File: src/verilog/sdl_consts.svh
// constants of the serial converter loader and interpolator
`ifndef SDL_CONSTS_SVH
`define SDL_CONSTS_SVH
`define SDL_CLK_HZ          10000000
`define SDL_INTERP_HZ       10000
`define SDL_PERIOD_CYC      (`SDL_CLK_HZ / `SDL_INTERP_HZ)
`define SDL_QUARTER_CYC     (`SDL_PERIOD_CYC / 4)
`define SDL_FRAME_BITS      24
`define SDL_CODE_MSB        19
`define SDL_CODE_LSB        2
`define SDL_CODE_ZERO       18'h00000
`define SDL_CODE_MID        18'h20000
`define SDL_CORE_MAX        16'hFFFF
`define SDL_FIFO_DEPTH      16
`define SDL_FIFO_WIDTH      18
`define SDL_OFF_CTRL        8'h00
`define SDL_OFF_STATUS      8'h04
`define SDL_OFF_CODE        8'h08
`define SDL_OFF_APPLIED     8'h0C
`define SDL_OFF_FRAMES      8'h10
`define SDL_OFF_ABORTS      8'h14
`define SDL_CTRL_RESET      1'b1
`define SDL_RESP_OKAY       2'b00
`define SDL_RESP_SLVERR     2'b10
`endif

File: src/verilog/sdl_pkg.sv
// types of the serial converter loader and interpolator
package sdl_pkg;
    typedef struct packed {
        logic [15:0] core;
        logic [1:0]  sel;
    } sdl_code_type;

    typedef enum logic [1:0] {LK_IDLE, LK_SHIFT, LK_HOLD} sdl_link_state_type;
endpackage : sdl_pkg
File: src/verilog/sdl_loader.sv
// serial frame loader, code fifo, interpolator and axi4-lite register slave
`timescale 1ns/1ps
`include "sdl_consts.svh"

module sdl_fifo #(
    parameter int WIDTH = `SDL_FIFO_WIDTH,
    parameter int DEPTH = `SDL_FIFO_DEPTH
) (
    // clock and reset
    input  wire logic             aclk,
    input  wire logic             aresetn,
    // fill side
    input  wire logic             in_valid,
    output logic                  in_ready,
    input  wire logic [WIDTH-1:0] in_data,
    // drain side
    output logic                  out_valid,
    input  wire logic             out_ready,
    output logic [WIDTH-1:0]      out_data
);
    localparam int AW = $clog2(DEPTH);

    logic [WIDTH-1:0] mem [DEPTH];
    logic [AW:0]      wr_ptr_reg;
    logic [AW:0]      wr_ptr_next;
    logic [AW:0]      rd_ptr_reg;
    logic [AW:0]      rd_ptr_next;

    assign in_ready  = (wr_ptr_reg - rd_ptr_reg) != (AW+1)'(DEPTH);
    assign out_valid = wr_ptr_reg != rd_ptr_reg;
    assign out_data  = mem[rd_ptr_reg[AW-1:0]];

    always_comb begin
        wr_ptr_next = wr_ptr_reg + (AW+1)'(in_valid && in_ready);
        rd_ptr_next = rd_ptr_reg + (AW+1)'(out_valid && out_ready);
    end

    always_ff @(posedge aclk) begin
        if (!aresetn) begin
            wr_ptr_reg <= '0;
            rd_ptr_reg <= '0;
        end else begin
            wr_ptr_reg <= wr_ptr_next;
            rd_ptr_reg <= rd_ptr_next;
        end
    end

    always_ff @(posedge aclk) begin
        if (in_valid && in_ready) begin
            mem[wr_ptr_reg[AW-1:0]] <= in_data;
        end
    end
endmodule : sdl_fifo

module sdl_loader (
    // clock and reset
    input  wire logic                aclk,
    input  wire logic                aresetn,
    // axi4-lite write
    input  wire logic [7:0]          s_axi_awaddr,
    input  wire logic                s_axi_awvalid,
    output logic                     s_axi_awready,
    input  wire logic [31:0]         s_axi_wdata,
    input  wire logic [3:0]          s_axi_wstrb,
    input  wire logic                s_axi_wvalid,
    output logic                     s_axi_wready,
    output logic [1:0]               s_axi_bresp,
    output logic                     s_axi_bvalid,
    input  wire logic                s_axi_bready,
    // axi4-lite read
    input  wire logic [7:0]          s_axi_araddr,
    input  wire logic                s_axi_arvalid,
    output logic                     s_axi_arready,
    output logic [31:0]              s_axi_rdata,
    output logic [1:0]               s_axi_rresp,
    output logic                     s_axi_rvalid,
    input  wire logic                s_axi_rready,
    // serial link pins
    input  wire logic                sync_n,
    input  wire logic                sclk,
    input  wire logic                din,
    // power-on level strap, high selects midscale
    input  wire logic                por_midscale,
    // core converter drive
    output logic [15:0]              dac_core_code,
    output sdl_pkg::sdl_code_type    dac_applied_code
);
    import sdl_pkg::*;

    localparam logic [9:0] PERIOD_LAST = 10'(`SDL_PERIOD_CYC - 1);

    function automatic logic fell(input logic prev, input logic cur);
        return prev && !cur;
    endfunction : fell

    function automatic logic [9:0] hi_limit(input logic [1:0] sel);
        return 10'(sel) * 10'(`SDL_QUARTER_CYC);
    endfunction : hi_limit

    // pin synchronisers, third stage only for edge finding
    logic [2:0] sync_sh_reg;
    logic [2:0] sclk_sh_reg;
    logic [1:0] din_sh_reg;
    logic [1:0] strap_sh_reg;
    always_ff @(posedge aclk) begin
        if (!aresetn) begin
            sync_sh_reg  <= 3'h7;
            sclk_sh_reg  <= 3'h0;
            din_sh_reg   <= 2'h0;
            strap_sh_reg <= 2'h0;
        end else begin
            sync_sh_reg  <= {sync_sh_reg[1:0], sync_n};
            sclk_sh_reg  <= {sclk_sh_reg[1:0], sclk};
            din_sh_reg   <= {din_sh_reg[0], din};
            strap_sh_reg <= {strap_sh_reg[0], por_midscale};
        end
    end
    logic sync_fall;
    logic sync_rise;
    logic sclk_fall;
    logic din_s;
    assign sync_fall = fell(sync_sh_reg[2], sync_sh_reg[1]);
    assign sync_rise = fell(!sync_sh_reg[2], !sync_sh_reg[1]);
    assign sclk_fall = fell(sclk_sh_reg[2], sclk_sh_reg[1]);
    assign din_s     = din_sh_reg[1];

    // link group: shifter, code register, counters
    sdl_link_state_type lk_state_reg, lk_state_next;
    logic [23:0]  shift_reg,  shift_next;
    logic [4:0]   bits_reg,   bits_next;
    sdl_code_type code_reg,   code_next;
    sdl_code_type pdata_reg,  pdata_next;
    logic         pend_reg,   pend_next;
    logic         loaded_reg, loaded_next;
    logic [1:0]   init_reg,   init_next;
    logic [15:0]  frames_reg, frames_next;
    logic [15:0]  ovr_reg,    ovr_next;
    logic [15:0]  aborts_reg, aborts_next;
    logic         ctrl_en_reg;
    logic         fifo_in_ready;
    logic         frame_done;
    sdl_code_type por_code;
    assign por_code   = strap_sh_reg[1] ? `SDL_CODE_MID : `SDL_CODE_ZERO;
    assign frame_done = lk_state_reg == LK_SHIFT && !sync_rise && sclk_fall
                        && bits_reg == 5'(`SDL_FRAME_BITS - 1);

    always_comb begin
        lk_state_next = lk_state_reg;
        shift_next    = shift_reg;
        bits_next     = bits_reg;
        code_next     = code_reg;
        pdata_next    = pdata_reg;
        pend_next     = pend_reg && !fifo_in_ready;
        loaded_next   = loaded_reg;
        init_next     = (init_reg == 2'h3) ? init_reg : init_reg + 2'h1;
        frames_next   = frames_reg;
        ovr_next      = ovr_reg;
        aborts_next   = aborts_reg;
        if (init_reg == 2'h2) begin
            code_next = por_code;
        end
        unique case (lk_state_reg)
            LK_IDLE: begin
                if (sync_fall && ctrl_en_reg && init_reg == 2'h3) begin
                    lk_state_next = LK_SHIFT;
                    shift_next    = '0;
                    bits_next     = '0;
                end
            end
            LK_SHIFT: begin
                if (sync_rise) begin
                    lk_state_next = LK_IDLE;
                    shift_next    = '0;
                    bits_next     = '0;
                    aborts_next   = aborts_reg + 16'h1;
                end else if (sclk_fall) begin
                    shift_next = {shift_reg[22:0], din_s};
                    bits_next  = bits_reg + 5'h1;
                    if (frame_done) begin
                        // 24th edge: reserved and trailing bits dropped
                        code_next     = sdl_code_type'(shift_reg[18:1]);
                        loaded_next   = 1'b1;
                        frames_next   = frames_reg + 16'h1;
                        lk_state_next = LK_HOLD;
                        if (!pend_next) begin
                            pend_next  = 1'b1;
                            pdata_next = sdl_code_type'(shift_reg[18:1]);
                        end else begin
                            ovr_next = ovr_reg + 16'h1;
                        end
                    end
                end
            end
            LK_HOLD: begin
                if (sync_rise) begin
                    lk_state_next = LK_IDLE;
                end
            end
        endcase
    end

    always_ff @(posedge aclk) begin
        if (!aresetn) begin
            lk_state_reg <= LK_IDLE;
            shift_reg    <= '0;
            bits_reg     <= '0;
            code_reg     <= `SDL_CODE_ZERO;
            pdata_reg    <= `SDL_CODE_ZERO;
            pend_reg     <= 1'b0;
            loaded_reg   <= 1'b0;
            init_reg     <= 2'h0;
            frames_reg   <= 16'h0;
            ovr_reg      <= 16'h0;
            aborts_reg   <= 16'h0;
        end else begin
            lk_state_reg <= lk_state_next;
            shift_reg    <= shift_next;
            bits_reg     <= bits_next;
            code_reg     <= code_next;
            pdata_reg    <= pdata_next;
            pend_reg     <= pend_next;
            loaded_reg   <= loaded_next;
            init_reg     <= init_next;
            frames_reg   <= frames_next;
            ovr_reg      <= ovr_next;
            aborts_reg   <= aborts_next;
        end
    end

    // code fifo between loader and interpolator
    logic         fifo_out_valid;
    logic         fifo_out_ready;
    sdl_code_type fifo_out_data;
    sdl_fifo #(
        .WIDTH ($bits(sdl_code_type)),
        .DEPTH (`SDL_FIFO_DEPTH)
    ) u_fifo (
        .aclk      (aclk),
        .aresetn   (aresetn),
        .in_valid  (pend_reg),
        .in_ready  (fifo_in_ready),
        .in_data   (pdata_reg),
        .out_valid (fifo_out_valid),
        .out_ready (fifo_out_ready),
        .out_data  (fifo_out_data)
    );

    // interpolator group
    logic [9:0]   cnt_reg, cnt_next;
    sdl_code_type app_reg, app_next;
    logic [15:0]  core_reg, core_next;
    assign fifo_out_ready = cnt_reg == PERIOD_LAST;

    always_comb begin
        cnt_next  = (cnt_reg == PERIOD_LAST) ? 10'h0 : cnt_reg + 10'h1;
        app_next  = app_reg;
        core_next = app_reg.core;
        if (init_reg == 2'h2) begin
            app_next = por_code;
        end else if (fifo_out_ready && fifo_out_valid) begin
            app_next = fifo_out_data;
        end
        // top code has no C+1, it stays at full scale
        if (cnt_reg < hi_limit(app_reg.sel) && app_reg.core != `SDL_CORE_MAX) begin
            core_next = app_reg.core + 16'h1;
        end
    end

    always_ff @(posedge aclk) begin
        if (!aresetn) begin
            cnt_reg  <= 10'h0;
            app_reg  <= `SDL_CODE_ZERO;
            core_reg <= 16'h0;
        end else begin
            cnt_reg  <= cnt_next;
            app_reg  <= app_next;
            core_reg <= core_next;
        end
    end
    assign dac_core_code    = core_reg;
    assign dac_applied_code = app_reg;

    // axi4-lite slave group
    logic        awready_reg, awready_next, wready_reg, wready_next;
    logic        bvalid_reg, bvalid_next, arready_reg, arready_next;
    logic        rvalid_reg, rvalid_next;
    logic [1:0]  bresp_reg, bresp_next, rresp_reg, rresp_next;
    logic [31:0] rdata_reg, rdata_next;
    logic [7:0]  awaddr_reg, awaddr_next, rd_addr;
    logic [31:0] wdata_reg, wdata_next;
    logic [3:0]  wstrb_reg, wstrb_next;
    logic        ctrl_en_next;

    always_comb begin
        awready_next = awready_reg;
        wready_next  = wready_reg;
        bvalid_next  = bvalid_reg;
        bresp_next   = bresp_reg;
        arready_next = arready_reg;
        rvalid_next  = rvalid_reg;
        rresp_next   = rresp_reg;
        rdata_next   = rdata_reg;
        awaddr_next  = awaddr_reg;
        wdata_next   = wdata_reg;
        wstrb_next   = wstrb_reg;
        ctrl_en_next = ctrl_en_reg;
        rd_addr      = {s_axi_araddr[7:2], 2'b00};
        if (s_axi_awvalid && awready_reg) begin
            awaddr_next  = {s_axi_awaddr[7:2], 2'b00};
            awready_next = 1'b0;
        end
        if (s_axi_wvalid && wready_reg) begin
            wdata_next  = s_axi_wdata;
            wstrb_next  = s_axi_wstrb;
            wready_next = 1'b0;
        end
        if (bvalid_reg && s_axi_bready) begin
            bvalid_next  = 1'b0;
            awready_next = 1'b1;
            wready_next  = 1'b1;
        end
        if (!awready_reg && !wready_reg && !bvalid_reg) begin
            bvalid_next = 1'b1;
            bresp_next  = `SDL_RESP_OKAY;
            if (awaddr_reg == `SDL_OFF_CTRL) begin
                if (wstrb_reg[0]) begin
                    ctrl_en_next = wdata_reg[0];
                end
            end else if (awaddr_reg > `SDL_OFF_ABORTS) begin
                bresp_next = `SDL_RESP_SLVERR;
            end
        end
        if (rvalid_reg && s_axi_rready) begin
            rvalid_next  = 1'b0;
            arready_next = 1'b1;
        end
        if (s_axi_arvalid && arready_reg) begin
            arready_next = 1'b0;
            rvalid_next  = 1'b1;
            rresp_next   = `SDL_RESP_OKAY;
            unique case (rd_addr)
                `SDL_OFF_CTRL:    rdata_next = {31'h0, ctrl_en_reg};
                `SDL_OFF_STATUS:  rdata_next = {27'h0, fifo_out_valid, loaded_reg,
                                                !fifo_in_ready, pend_reg,
                                                lk_state_reg == LK_SHIFT};
                `SDL_OFF_CODE:    rdata_next = {14'h0, code_reg};
                `SDL_OFF_APPLIED: rdata_next = {14'h0, app_reg};
                `SDL_OFF_FRAMES:  rdata_next = {ovr_reg, frames_reg};
                `SDL_OFF_ABORTS:  rdata_next = {16'h0, aborts_reg};
                default: begin
                    rdata_next = 32'h0;
                    rresp_next = `SDL_RESP_SLVERR;
                end
            endcase
        end
    end

    always_ff @(posedge aclk) begin
        if (!aresetn) begin
            awready_reg <= 1'b1;
            wready_reg  <= 1'b1;
            bvalid_reg  <= 1'b0;
            bresp_reg   <= 2'h0;
            arready_reg <= 1'b1;
            rvalid_reg  <= 1'b0;
            rresp_reg   <= 2'h0;
            rdata_reg   <= 32'h0;
            awaddr_reg  <= 8'h0;
            wdata_reg   <= 32'h0;
            wstrb_reg   <= 4'h0;
            ctrl_en_reg <= `SDL_CTRL_RESET;
        end else begin
            awready_reg <= awready_next;
            wready_reg  <= wready_next;
            bvalid_reg  <= bvalid_next;
            bresp_reg   <= bresp_next;
            arready_reg <= arready_next;
            rvalid_reg  <= rvalid_next;
            rresp_reg   <= rresp_next;
            rdata_reg   <= rdata_next;
            awaddr_reg  <= awaddr_next;
            wdata_reg   <= wdata_next;
            wstrb_reg   <= wstrb_next;
            ctrl_en_reg <= ctrl_en_next;
        end
    end
    assign s_axi_awready = awready_reg;
    assign s_axi_wready  = wready_reg;
    assign s_axi_bvalid  = bvalid_reg;
    assign s_axi_bresp   = bresp_reg;
    assign s_axi_arready = arready_reg;
    assign s_axi_rvalid  = rvalid_reg;
    assign s_axi_rresp   = rresp_reg;
    assign s_axi_rdata   = rdata_reg;
endmodule : sdl_loader

File: config.mk
export PLATFORM = sky130hd
export DESIGN_NAME = sdl_loader
export DESIGN_NICKNAME = d
export VERILOG_FILES = /design/src/verilog/sdl_pkg.sv /design/src/verilog/sdl_loader.sv
export VERILOG_INCLUDE_DIRS = /design/src /design/src/verilog
export SDC_FILE = /design/constraint.sdc
export NUM_CORES = 1
export LEC_CHECK = 0
export BUFFER_PORTS_ARGS = -buffer_cell sky130_fd_sc_hd__clkbuf_2
export CAP_MARGIN = 10
export CORE_MARGIN = 5
export CORE_UTILIZATION = 40
export DETAILED_ROUTE_END_ITERATION = 6
export PLACE_DENSITY_LB_ADDON = 0.25
export SLEW_MARGIN = 20
export SYNTH_ARGS = -nofsm -noshare
export SYNTH_HDL_FRONTEND = slang
export SYNTH_SLANG_ARGS = --single-unit
export TNS_END_PERCENT = 20
File: constraint.sdc
create_clock -name aclk -period 10.9 [get_ports aclk]
set_clock_uncertainty 0.05 [all_clocks]
set_input_delay 1.635 -clock aclk [delete_from_list [all_inputs] [get_ports aclk]]
set_output_delay 1.635 -clock aclk [all_outputs]
set_load 0.01 [all_outputs]
==> impl_metrics.yaml, run 1 <==
finish:
  num-nets-final: 1827
  antenna_cells: 0
  largest_reg_flops: 288
  syn2layout_area_growth_pct: 14.6
  drive_above_1_share_pct: 18.0
placed_design:
  port_buffers: 97
  post-place-ws_ns: 6.38
  dp_hpwl_mm: 32.5
  gp_congestion: 0.808
synth:
  synth_seq_cells: 514
  ys.flop_type: "edfxtp_1"
  synth_edf_count: 288
  synth_cells: 1648
  yosys_warnings: 0
  syn-mean-instance-area_sq_um: 12.7
  yosysSeqAreaShare_pct: 62.9
  async_reset_ff_share_pct: 0
  yosys.cell_types.count: 63
  syn_area_sq_mm: 0.0209
floorplanning:
  core-area_sq_mm: 0.0516
  die_w_um: 239
  design.die.area_sq_mm: 0.0570
  die_y_um: 239
  initial_core_util_pct: 40.6
  ios: 138
  rows: 83
pwr:
  irDropWorstVdd_mv: 0.105
  p_per_area_mw_per_mm2: 164
  p_leak_nw: 8.53
detailed_routing:
  drt-initial-drc-count: 1029
  wl_mm: 51.7
  firstDrtPassIters: 7
  ant_nets: 0
  drc_errors: 3
  post_drt_wl_per_cell_um: 21.1
  via_count: 13600
  via_per_inst: 5.55
status:
  failed_checks: "DRC"
  status: "finished with violations"
clocking:
  path_clk_slew_ns: 0.06
  root_buffer: "clkbuf_16"
  cts_sinks: 514
  insertion_delay_ns: 0.60
  post_cts_buffers: 0
  numCtsBuffers: 53
  h-tree-depth: 2
  cts_resized: 0
  ctsHoldBuffers: 0
  clockBufferDepth: 3
  cts_tree: "yes"
critical_path:
  arrival_ns: 4.75
  path_max_fanout: 17
  critPathLaunchType: "register"
  worstPathRequired_ns: 11.13
  crit_path_max_incr_delay_ns: 1.09
  slowest_stage: "nor3_2"
  path_class: "register to register"
  end_kind: "register"
  rrSetupSlack_ns: 6.38
  crit_path_frequent_cell: "buf_4"
  crit_chain: "inv_1 -> buf_4 -> ha_1 -> a21oi_1 -> xnor2_1 -> o21ai_0 -> nand2b_1 -> nor3_2 -> buf_4"
global_routing:
  first_global_vias: 13200
  grt_max_degree: 80
  grt_pass1_wl_mm: 79.1
  track_usage_pct: 17.7
  overflow: 0
  antenna_found_initial: 1
timing:
  max_freq_ghz: 0.221
  slew_headroom_pct: 25.1
  min_period_over_period_pct: 41.5
  finalSetupTns_ns: 0
  hold_viol: 0
  layout_min_cycle_time_ns: 4.52
  setup_viol: 0
  fin_ws_ns: 6.38
  rsz0062_at_grt: "false"
  tightest_slew_ns: 1.12
  slew_violations: 0
flow_run:
  drv_cap: 0
hold_path:
  worstHoldPathType: "register to register"
[layout by cell type (no fill, tap or decap), types with 25 or more instances in the layout]
cell / netlist / final
nand2b_1: 32 / 32
and2_1: 30 / 30
buf_4: 3 / 36
clkbuf_2: 1 / 96
ha_1: 30 / 30
mux2i_1: 53 / 53
dfxtp_1: 226 / 224
clkbuf_16: 0 / 53
nand3_1: 90 / 90
a21oi_1: 85 / 84
nor2_1: 87 / 85
mux4_2: 72 / 72
xnor2_1: 25 / 25
nand2_1: 210 / 208
edfxtp_1: 288 / 288
inv_1: 26 / 25
o21ai_0: 39 / 39
[cell usage after synthesis, types with 5 or more instances]
| library cell | instances | area (sq um) |
|---|---|---|
| a21oi_1 | 85 | 425 |
| a221oi_1 | 15 | 131 |
| a22oi_1 | 15 | 113 |
| a32o_1 | 17 | 170 |
| and2_1 | 30 | 188 |
| and3_1 | 13 | 81.3 |
| and4_1 | 5 | 43.8 |
| buf_1 | 7 | 26.3 |
| buf_2 | 17 | 85.1 |
| clkbuf_1 | 75 | 282 |
| dfxtp_1 | 226 | 4520 |
| edfxtp_1 | 288 | 8650 |
| ha_1 | 30 | 375 |
| inv_1 | 26 | 97.6 |
| mux2i_1 | 53 | 531 |
| mux4_2 | 72 | 1620 |
| nand2_1 | 210 | 788 |
| nand2b_1 | 32 | 200 |
| nand3_1 | 90 | 450 |
| nand3b_1 | 17 | 128 |
| nand4_1 | 21 | 131 |
| nor2_1 | 87 | 327 |
| nor3_1 | 19 | 95.1 |
| nor4_1 | 23 | 144 |
| nor4b_1 | 5 | 43.8 |
| o21ai_0 | 39 | 195 |
| o31ai_1 | 10 | 75.1 |
| or3_1 | 10 | 62.6 |
| or4_1 | 11 | 82.6 |
| xnor2_1 | 25 | 219 |
| xor2_1 | 22 | 193 |
[metrics by stage]
step | cell area [sq um] | util [%] | hold slack (ns) | std cells | total power, W
floorplan | 20900 | - | 0.336 | 1649 | 0.00215
global placement | 22200 | 43.1 | 0.340 | 2358 | 0.00218
detailed placement | 22200 | 43.1 | 0.346 | 2358 | 0.00218
CTS | 23900 | 46.4 | 0.361 | 2451 | 0.00397
global route | 24000 | 46.5 | 0.399 | 2452 | 0.00405
finish | 24000 | 46.5 | 0.359 | 2452 | 0.00393
[worst max-delay path, delay by kind of cell (launching register included)]
family | cells | cell delay (ns)
adder cells (fa/ha/maj) | 1 | 0.28
XOR/XNOR | 1 | 0.16
buffers and inverters | 3 | 1.14
flip-flops | 1 | 0.31
AND/OR/NAND/NOR | 2 | 1.81
AO/OA/AOI/OAI | 2 | 0.44
[cells by family after synthesis]
kind of cell | Yosys count | synth area share [%]
AO/OA/AOI/OAI | 209 | 6.41
AND/OR/NAND/NOR | 591 | 14.1
other | 1 | 0.0179
XOR/XNOR | 47 | 1.97
buffers and inverters | 130 | 2.49
adder cells (fa/ha/maj) | 30 | 1.79
flip-flops | 514 | 62.9
multiplexers | 126 | 10.3
[worst paths after layout]
check,to,start,cells after the start
max,u_fifo.mem[14][17],u_fifo.rd_ptr_reg[3],9
max reg2reg,u_fifo.mem[14][17],u_fifo.rd_ptr_reg[3],9
min,sync_sh_reg[1],sync_sh_reg[0],1
min reg2reg,sync_sh_reg[1],sync_sh_reg[0],1
[report_power, final]
group          internal [W]  switching, W
registers           0.00204    0.00000818
clock network       0.00104      0.000746
logic             0.0000309     0.0000633
total               0.00311      0.000817
[area by class of cell]
cell class / instances / area [sq um]
fill: 4585 / 27600
sequential: 514 / 13200
multi-input combinational: 1005 / 7380
clock buffer: 65 / 1420
tap: 680 / 851
timing repair buffer: 133 / 766
clock inverter: 28 / 284
inverter: 27 / 103
[routing by layer]
metal  vias up  track usage (%)  wire, um
met1      6807             25.9     23700
met2       415             28.2     23700
met3        75             2.54      3220
li1       6302                -         -
met5         -                0         0
met4         0             4.24      1030
Note: power is estimated with default switching activity, not from simulation.
==> run 2, diff against run 1 <==
==> constraint.sdc (replaced) <==
create_clock -name aclk -period 3.75 [get_ports aclk]
set_clock_uncertainty 0.05 [all_clocks]
set_input_delay 0.5625 -clock aclk [delete_from_list [all_inputs] [get_ports aclk]]
set_output_delay 0.5625 -clock aclk [all_outputs]
set_load 0.01 [all_outputs]
==> impl_metrics.yaml, run 2 (synthesis results as in run 1) <==
global_routing:
  antenna_found_initial: 2
  first_global_vias: 13200
  grt_pass1_wl_mm: 79.3
  overflow: 0
  track_usage_pct: 17.7
  grt_max_degree: 67
critical_path:
  crit_path_frequent_cell: "buf_4"
  rrSetupSlack_ns: 0.46
  end_kind: "register"
  regToRegEndpoint: "u_fifo.mem[6][9]"
  path_max_fanout: 14
  crit_path_max_incr_delay_ns: 0.61
  reg2regPathDepth: 9
  crit_buf_inv: 3
  r2r_start: "u_fifo.wr_ptr_reg[3]"
  slowest_stage: "dfxtp_1"
  cp_num_cells: 9
  critPathLaunchType: "register"
  worstPathRequired_ns: 4.00
  crit_chain: "ha_1 -> a21oi_1 -> xnor2_1 -> o21ai_0 -> buf_4 -> nand2b_1 -> buf_4 -> nor3_2 -> buf_12"
  cp_top_family: "simple AND/OR/NAND/NOR gates"
  path_class: "register to register"
  arrival_ns: 3.54
timing:
  tightest_slew_ns: 1.05
  hold_slack_ns: 0.101
  slew_violations: 0
  layout_min_cycle_time_ns: 3.29
  setup_viol: 0
  hold_viol: 0
  max_freq_ghz: 0.304
  rsz0062_at_grt: "false"
  min_period_over_period_pct: 87.8
  finalSetupTns_ns: 0
  slew_headroom_pct: 29.8
  fin_ws_ns: 0.456
placed_design:
  dp_hpwl_mm: 33.3
  post-place-ws_ns: 0.541
  gp_congestion: 0.824
  port_buffers: 97
  place_area_sq_mm: 0.0224
detailed_routing:
  via_count: 13500
  post_drt_wl_per_cell_um: 20.8
  firstDrtPassIters: 5
  wl_mm: 51.6
  drc_errors: 0
  via_per_inst: 5.47
  ant_nets: 0
  drt-initial-drc-count: 871
clocking:
  h-tree-depth: 2
  cts_tree: "yes"
  ctsHoldBuffers: 0
  cts_sinks: 514
  post_cts_buffers: 0
  numCtsBuffers: 52
  insertion_delay_ns: 0.59
  cts_resized: 0
  path_clk_slew_ns: 0.06
  clockBufferDepth: 3
  root_buffer: "clkbuf_16"
pwr:
  p_leak_nw: 8.56
  irDropWorstVdd_mv: 0.348
  total_power_w: 0.0114
  p_per_area_mw_per_mm2: 471
floorplanning:
  die_w_um: 239
  design.die.area_sq_mm: 0.0570
  die_y_um: 239
  core-area_sq_mm: 0.0516
  ios: 138
  rows: 83
  initial_core_util_pct: 40.6
finish:
  antenna_cells: 0
  final_common_cell: "edfxtp_1"
  num-nets-final: 1849
  finish.instance_area_sq_mm: 0.0241
  syn2layout_area_growth_pct: 15.3
  layout_common_cells: "edfxtp_1 (288), dfxtp_1 (224), nand2_1 (209), clkbuf_2 (96), nand3_1 (90)"
  drive_above_1_share_pct: 18.9
  largest_reg_flops: 288
hold_path:
  worstHoldPathType: "input pin to register"
  hold_path_depth: 2
  holdPathEnd: "sync_sh_reg[0]"
  min_from: "sync_n"
status:
  status: "completed"
flow_run:
  drv_cap: 0
-- run 2: through the flow --
stage | util (%) | instances
global placement | 43.4 | 2381
finish | 46.8 | 2477
floorplan | - | 1649
detailed placement | 43.4 | 2381
CTS | 46.7 | 2476
global route | 46.8 | 2477
-- run 2: final cells by class --
| cell class | count | area, sq um |
|---|---|---|
| well taps | 680 | 851 |
| flip-flops and latches | 514 | 13200 |
| clock buffers | 70 | 1420 |
| inverters | 27 | 103 |
| fillers | 4560 | 27500 |
| clock inverters | 25 | 273 |
| multi-input cells | 1005 | 7340 |
| repair buffers | 156 | 976 |
-- run 2: layer usage --
layer  track usage, %  part of all wire, %
met1             25.7                   47
met2             28.7                   46
met3             2.48                  5.3
met4             4.03                  1.8
met5                0                    0
-- run 2: where the power goes --
part	switching (W)	internal, W	leakage, nW	total (W)
Combinational	0.000182	0.0000925	2.97	0.000274
Clock	0.00215	0.00301	0.838	0.00516
Sequential	0.0000239	0.00592	4.75	0.00594
Total	0.00235	0.00902	8.56	0.0114
-- run 2: worst reg2reg max path, delay by kind of cell, from the launching register on --
| kind | cells | cell delay, ns |
|---|---|---|
| AO/OA/AOI/OAI | 2 | 0.30 |
| flip-flops | 1 | 0.61 |
| AND/OR/NAND/NOR | 2 | 0.81 |
| adder cells (fa/ha/maj) | 1 | 0.36 |
| buffers and inverters | 3 | 0.69 |
| XOR/XNOR | 1 | 0.16 |
-- run 2: how the worst max path moves through the flow --
stage	start	endpoint	slack [ns]
floorplan	u_fifo.rd_ptr_reg[1]	u_fifo.mem[1][0]	-0.63
global placement	u_fifo.rd_ptr_reg[1]	u_fifo.mem[6][9]	0.56
detailed placement	u_fifo.wr_ptr_reg[3]	u_fifo.mem[6][9]	0.54
CTS	u_fifo.rd_ptr_reg[1]	u_fifo.mem[6][9]	0.52
global route	u_fifo.rd_ptr_reg[1]	u_fifo.mem[6][3]	0.32
finish	u_fifo.wr_ptr_reg[3]	u_fifo.mem[6][9]	0.46
==> run 3, diff against run 2 <==
--- a/config.mk
+++ b/config.mk
@@ -9,7 +9,7 @@
 export BUFFER_PORTS_ARGS = -buffer_cell sky130_fd_sc_hd__clkbuf_2
 export CAP_MARGIN = 10
 export CORE_MARGIN = 5
-export CORE_UTILIZATION = 40
+export CORE_UTILIZATION = 53
 export DETAILED_ROUTE_END_ITERATION = 6
 export PLACE_DENSITY_LB_ADDON = 0.25
 export SLEW_MARGIN = 20
==> impl_metrics.yaml, run 3 (synthesis results as in run 1) <==
timing:
  slew_violations: 0
  hold_slack_ns: 0.106
  tightest_slew_ns: 1.08
  layout_min_cycle_time_ns: 2.95
  fin_ws_ns: 0.804
  setup_viol: 0
  hold_viol: 0
  rsz0062_at_grt: "false"
  max_freq_ghz: 0.339
  min_period_over_period_pct: 78.6
  slew_headroom_pct: 28.2
floorplanning:
  rows: 72
  core-area_sq_mm: 0.0388
  initial_core_util_pct: 53.9
  die_y_um: 209
  design.die.area_sq_mm: 0.0436
  die_w_um: 209
  ios: 138
critical_path:
  worstSetupStartpoint: "u_fifo.wr_ptr_reg[3]"
  rrSetupSlack_ns: 0.80
  path_max_fanout: 17
  worstPathRequired_ns: 4.16
  end_kind: "register"
  arrival_ns: 3.36
  reg2regPathDepth: 13
  r2r_start: "u_fifo.wr_ptr_reg[3]"
  critPathLaunchType: "register"
  critical_path.endpoint: "u_fifo.wr_ptr_reg[4]"
  regToRegEndpoint: "u_fifo.wr_ptr_reg[4]"
  path_class: "register to register"
placed_design:
  gp_congestion: 0.837
  place_area_sq_mm: 0.0221
  dp_hpwl_mm: 31.8
  dp.cells: 2209
  post-place-ws_ns: 0.869
  port_buffers: 97
detailed_routing:
  post_drt_wl_per_cell_um: 22.0
  ant_nets: 0
  wl_mm: 50.6
  wl_met1_mm: 21.4
  top_layer: "met4"
  via_count: 13900
  via_per_inst: 6.02
  wl_met3_mm: 3.77
  dr_wl_met2_mm: 24.1
  drt-initial-drc-count: 1539
  firstDrtPassIters: 7
  drc_errors: 2
finish:
  final_cells: 2303
  num-nets-final: 1837
  syn2layout_area_growth_pct: 13.9
  antenna_cells: 0
  final_common_cell: "edfxtp_1"
  finish.instance_area_sq_mm: 0.0238
  layout_common_cells: "edfxtp_1 (288), dfxtp_1 (224), nand2_1 (210), clkbuf_2 (96), nand3_1 (90)"
  drive_above_1_share_pct: 18.3
  largest_reg_flops: 288
clocking:
  cts_resized: 0
  numCtsBuffers: 51
  path_clk_slew_ns: 0.06
  insertion_delay_ns: 0.60
  post_cts_buffers: 0
  clockBufferDepth: 3
  cts_sinks: 514
  cts_tree: "yes"
  ctsHoldBuffers: 0
  h-tree-depth: 2
  root_buffer: "clkbuf_16"
hold_path:
  worstHoldPathType: "input pin to register"
  hold_path_depth: 2
pwr:
  p_leak_nw: 8.50
  p_per_area_mw_per_mm2: 478
  irDropWorstVdd_mv: 0.310
global_routing:
  antenna_found_initial: 1
  overflow: 0
  first_global_vias: 13500
  grt_pass1_wl_mm: 79.2
  grt_max_degree: 84
  track_usage_pct: 23.0
status:
  failed_checks: "DRC"
  status: "finished with violations"
flow_run:
  drv_cap: 0
==> run 3: cell types whose count changed in the layout (fill, tap and decap cells not counted) <==
cell	delta
buf_4	-9
clkbuf_8	+9
clkinv_2	-7
buf_12	-1
buf_16	-1
bufinv_16	-1
clkbuf_16	-1
clkinv_1	-1
clkinv_4	-1
clkinv_8	+1
inv_16	-1
inv_6	+1
nand2_1	+1
nand2_2	-1
==> run 3: cell type report <==
class | count | area [sq um]
well taps | 518 | 648
flip-flops and latches | 514 | 13200
repair buffers | 145 | 861
inverters | 27 | 103
clock buffers | 78 | 1520
multi-input cells | 1005 | 7340
fillers | 2960 | 15000
clock inverters | 16 | 200
==> run 3: worst min-delay path by stage <==
stage / end / from
2_1_floorplan: sync_sh_reg[1] / sync_sh_reg[0]
4_1_cts: sync_sh_reg[0] / sync_n
5_1_grt: sync_sh_reg[0] / sync_n
3_3_place_gp: sync_sh_reg[1] / sync_sh_reg[0]
3_5_place_dp: sync_sh_reg[1] / sync_sh_reg[0]
6_report: sync_sh_reg[0] / sync_n
==> run 3: worst max-delay path, stage by stage, from the launching register on <==
cell and delay, ns:
dfxtp_1 0.58, ha_1 0.35, xnor2_1 0.23, nand4_1 0.12
o21ai_0 0.16, buf_4 0.16, nand2b_1 0.10, buf_4 0.28
inv_1 0.08, ha_1 0.20, ha_1 0.20, nand3_1 0.10
xor2_1 0.15, nor2_1 0.05
==> run 3: per-stage QoR <==
stage	setup TNS [ns]	util (%)	power, W
6_report	0	61.4	0.0114
5_1_grt	0	61.4	0.0118
4_1_cts	0	61.4	0.0115
3_5_place_dp	0	57.0	0.00633
3_3_place_gp	0	57.0	0.00632
2_1_floorplan	-112.01	-	0.00625
==> run 3: power breakdown <==
group          switching (W)  leakage (nW)  internal [W]
Combinational       0.000177          2.91     0.0000918
Sequential         0.0000251          4.75       0.00592
Clock                0.00212         0.845       0.00307
==> run 3: per-layer routing <==
layer	track usage, %	vias up
met5	0	-
met3	4.02	98
met4	6.53	0
met1	32.5	6901
met2	37.1	543
li1	-	6325
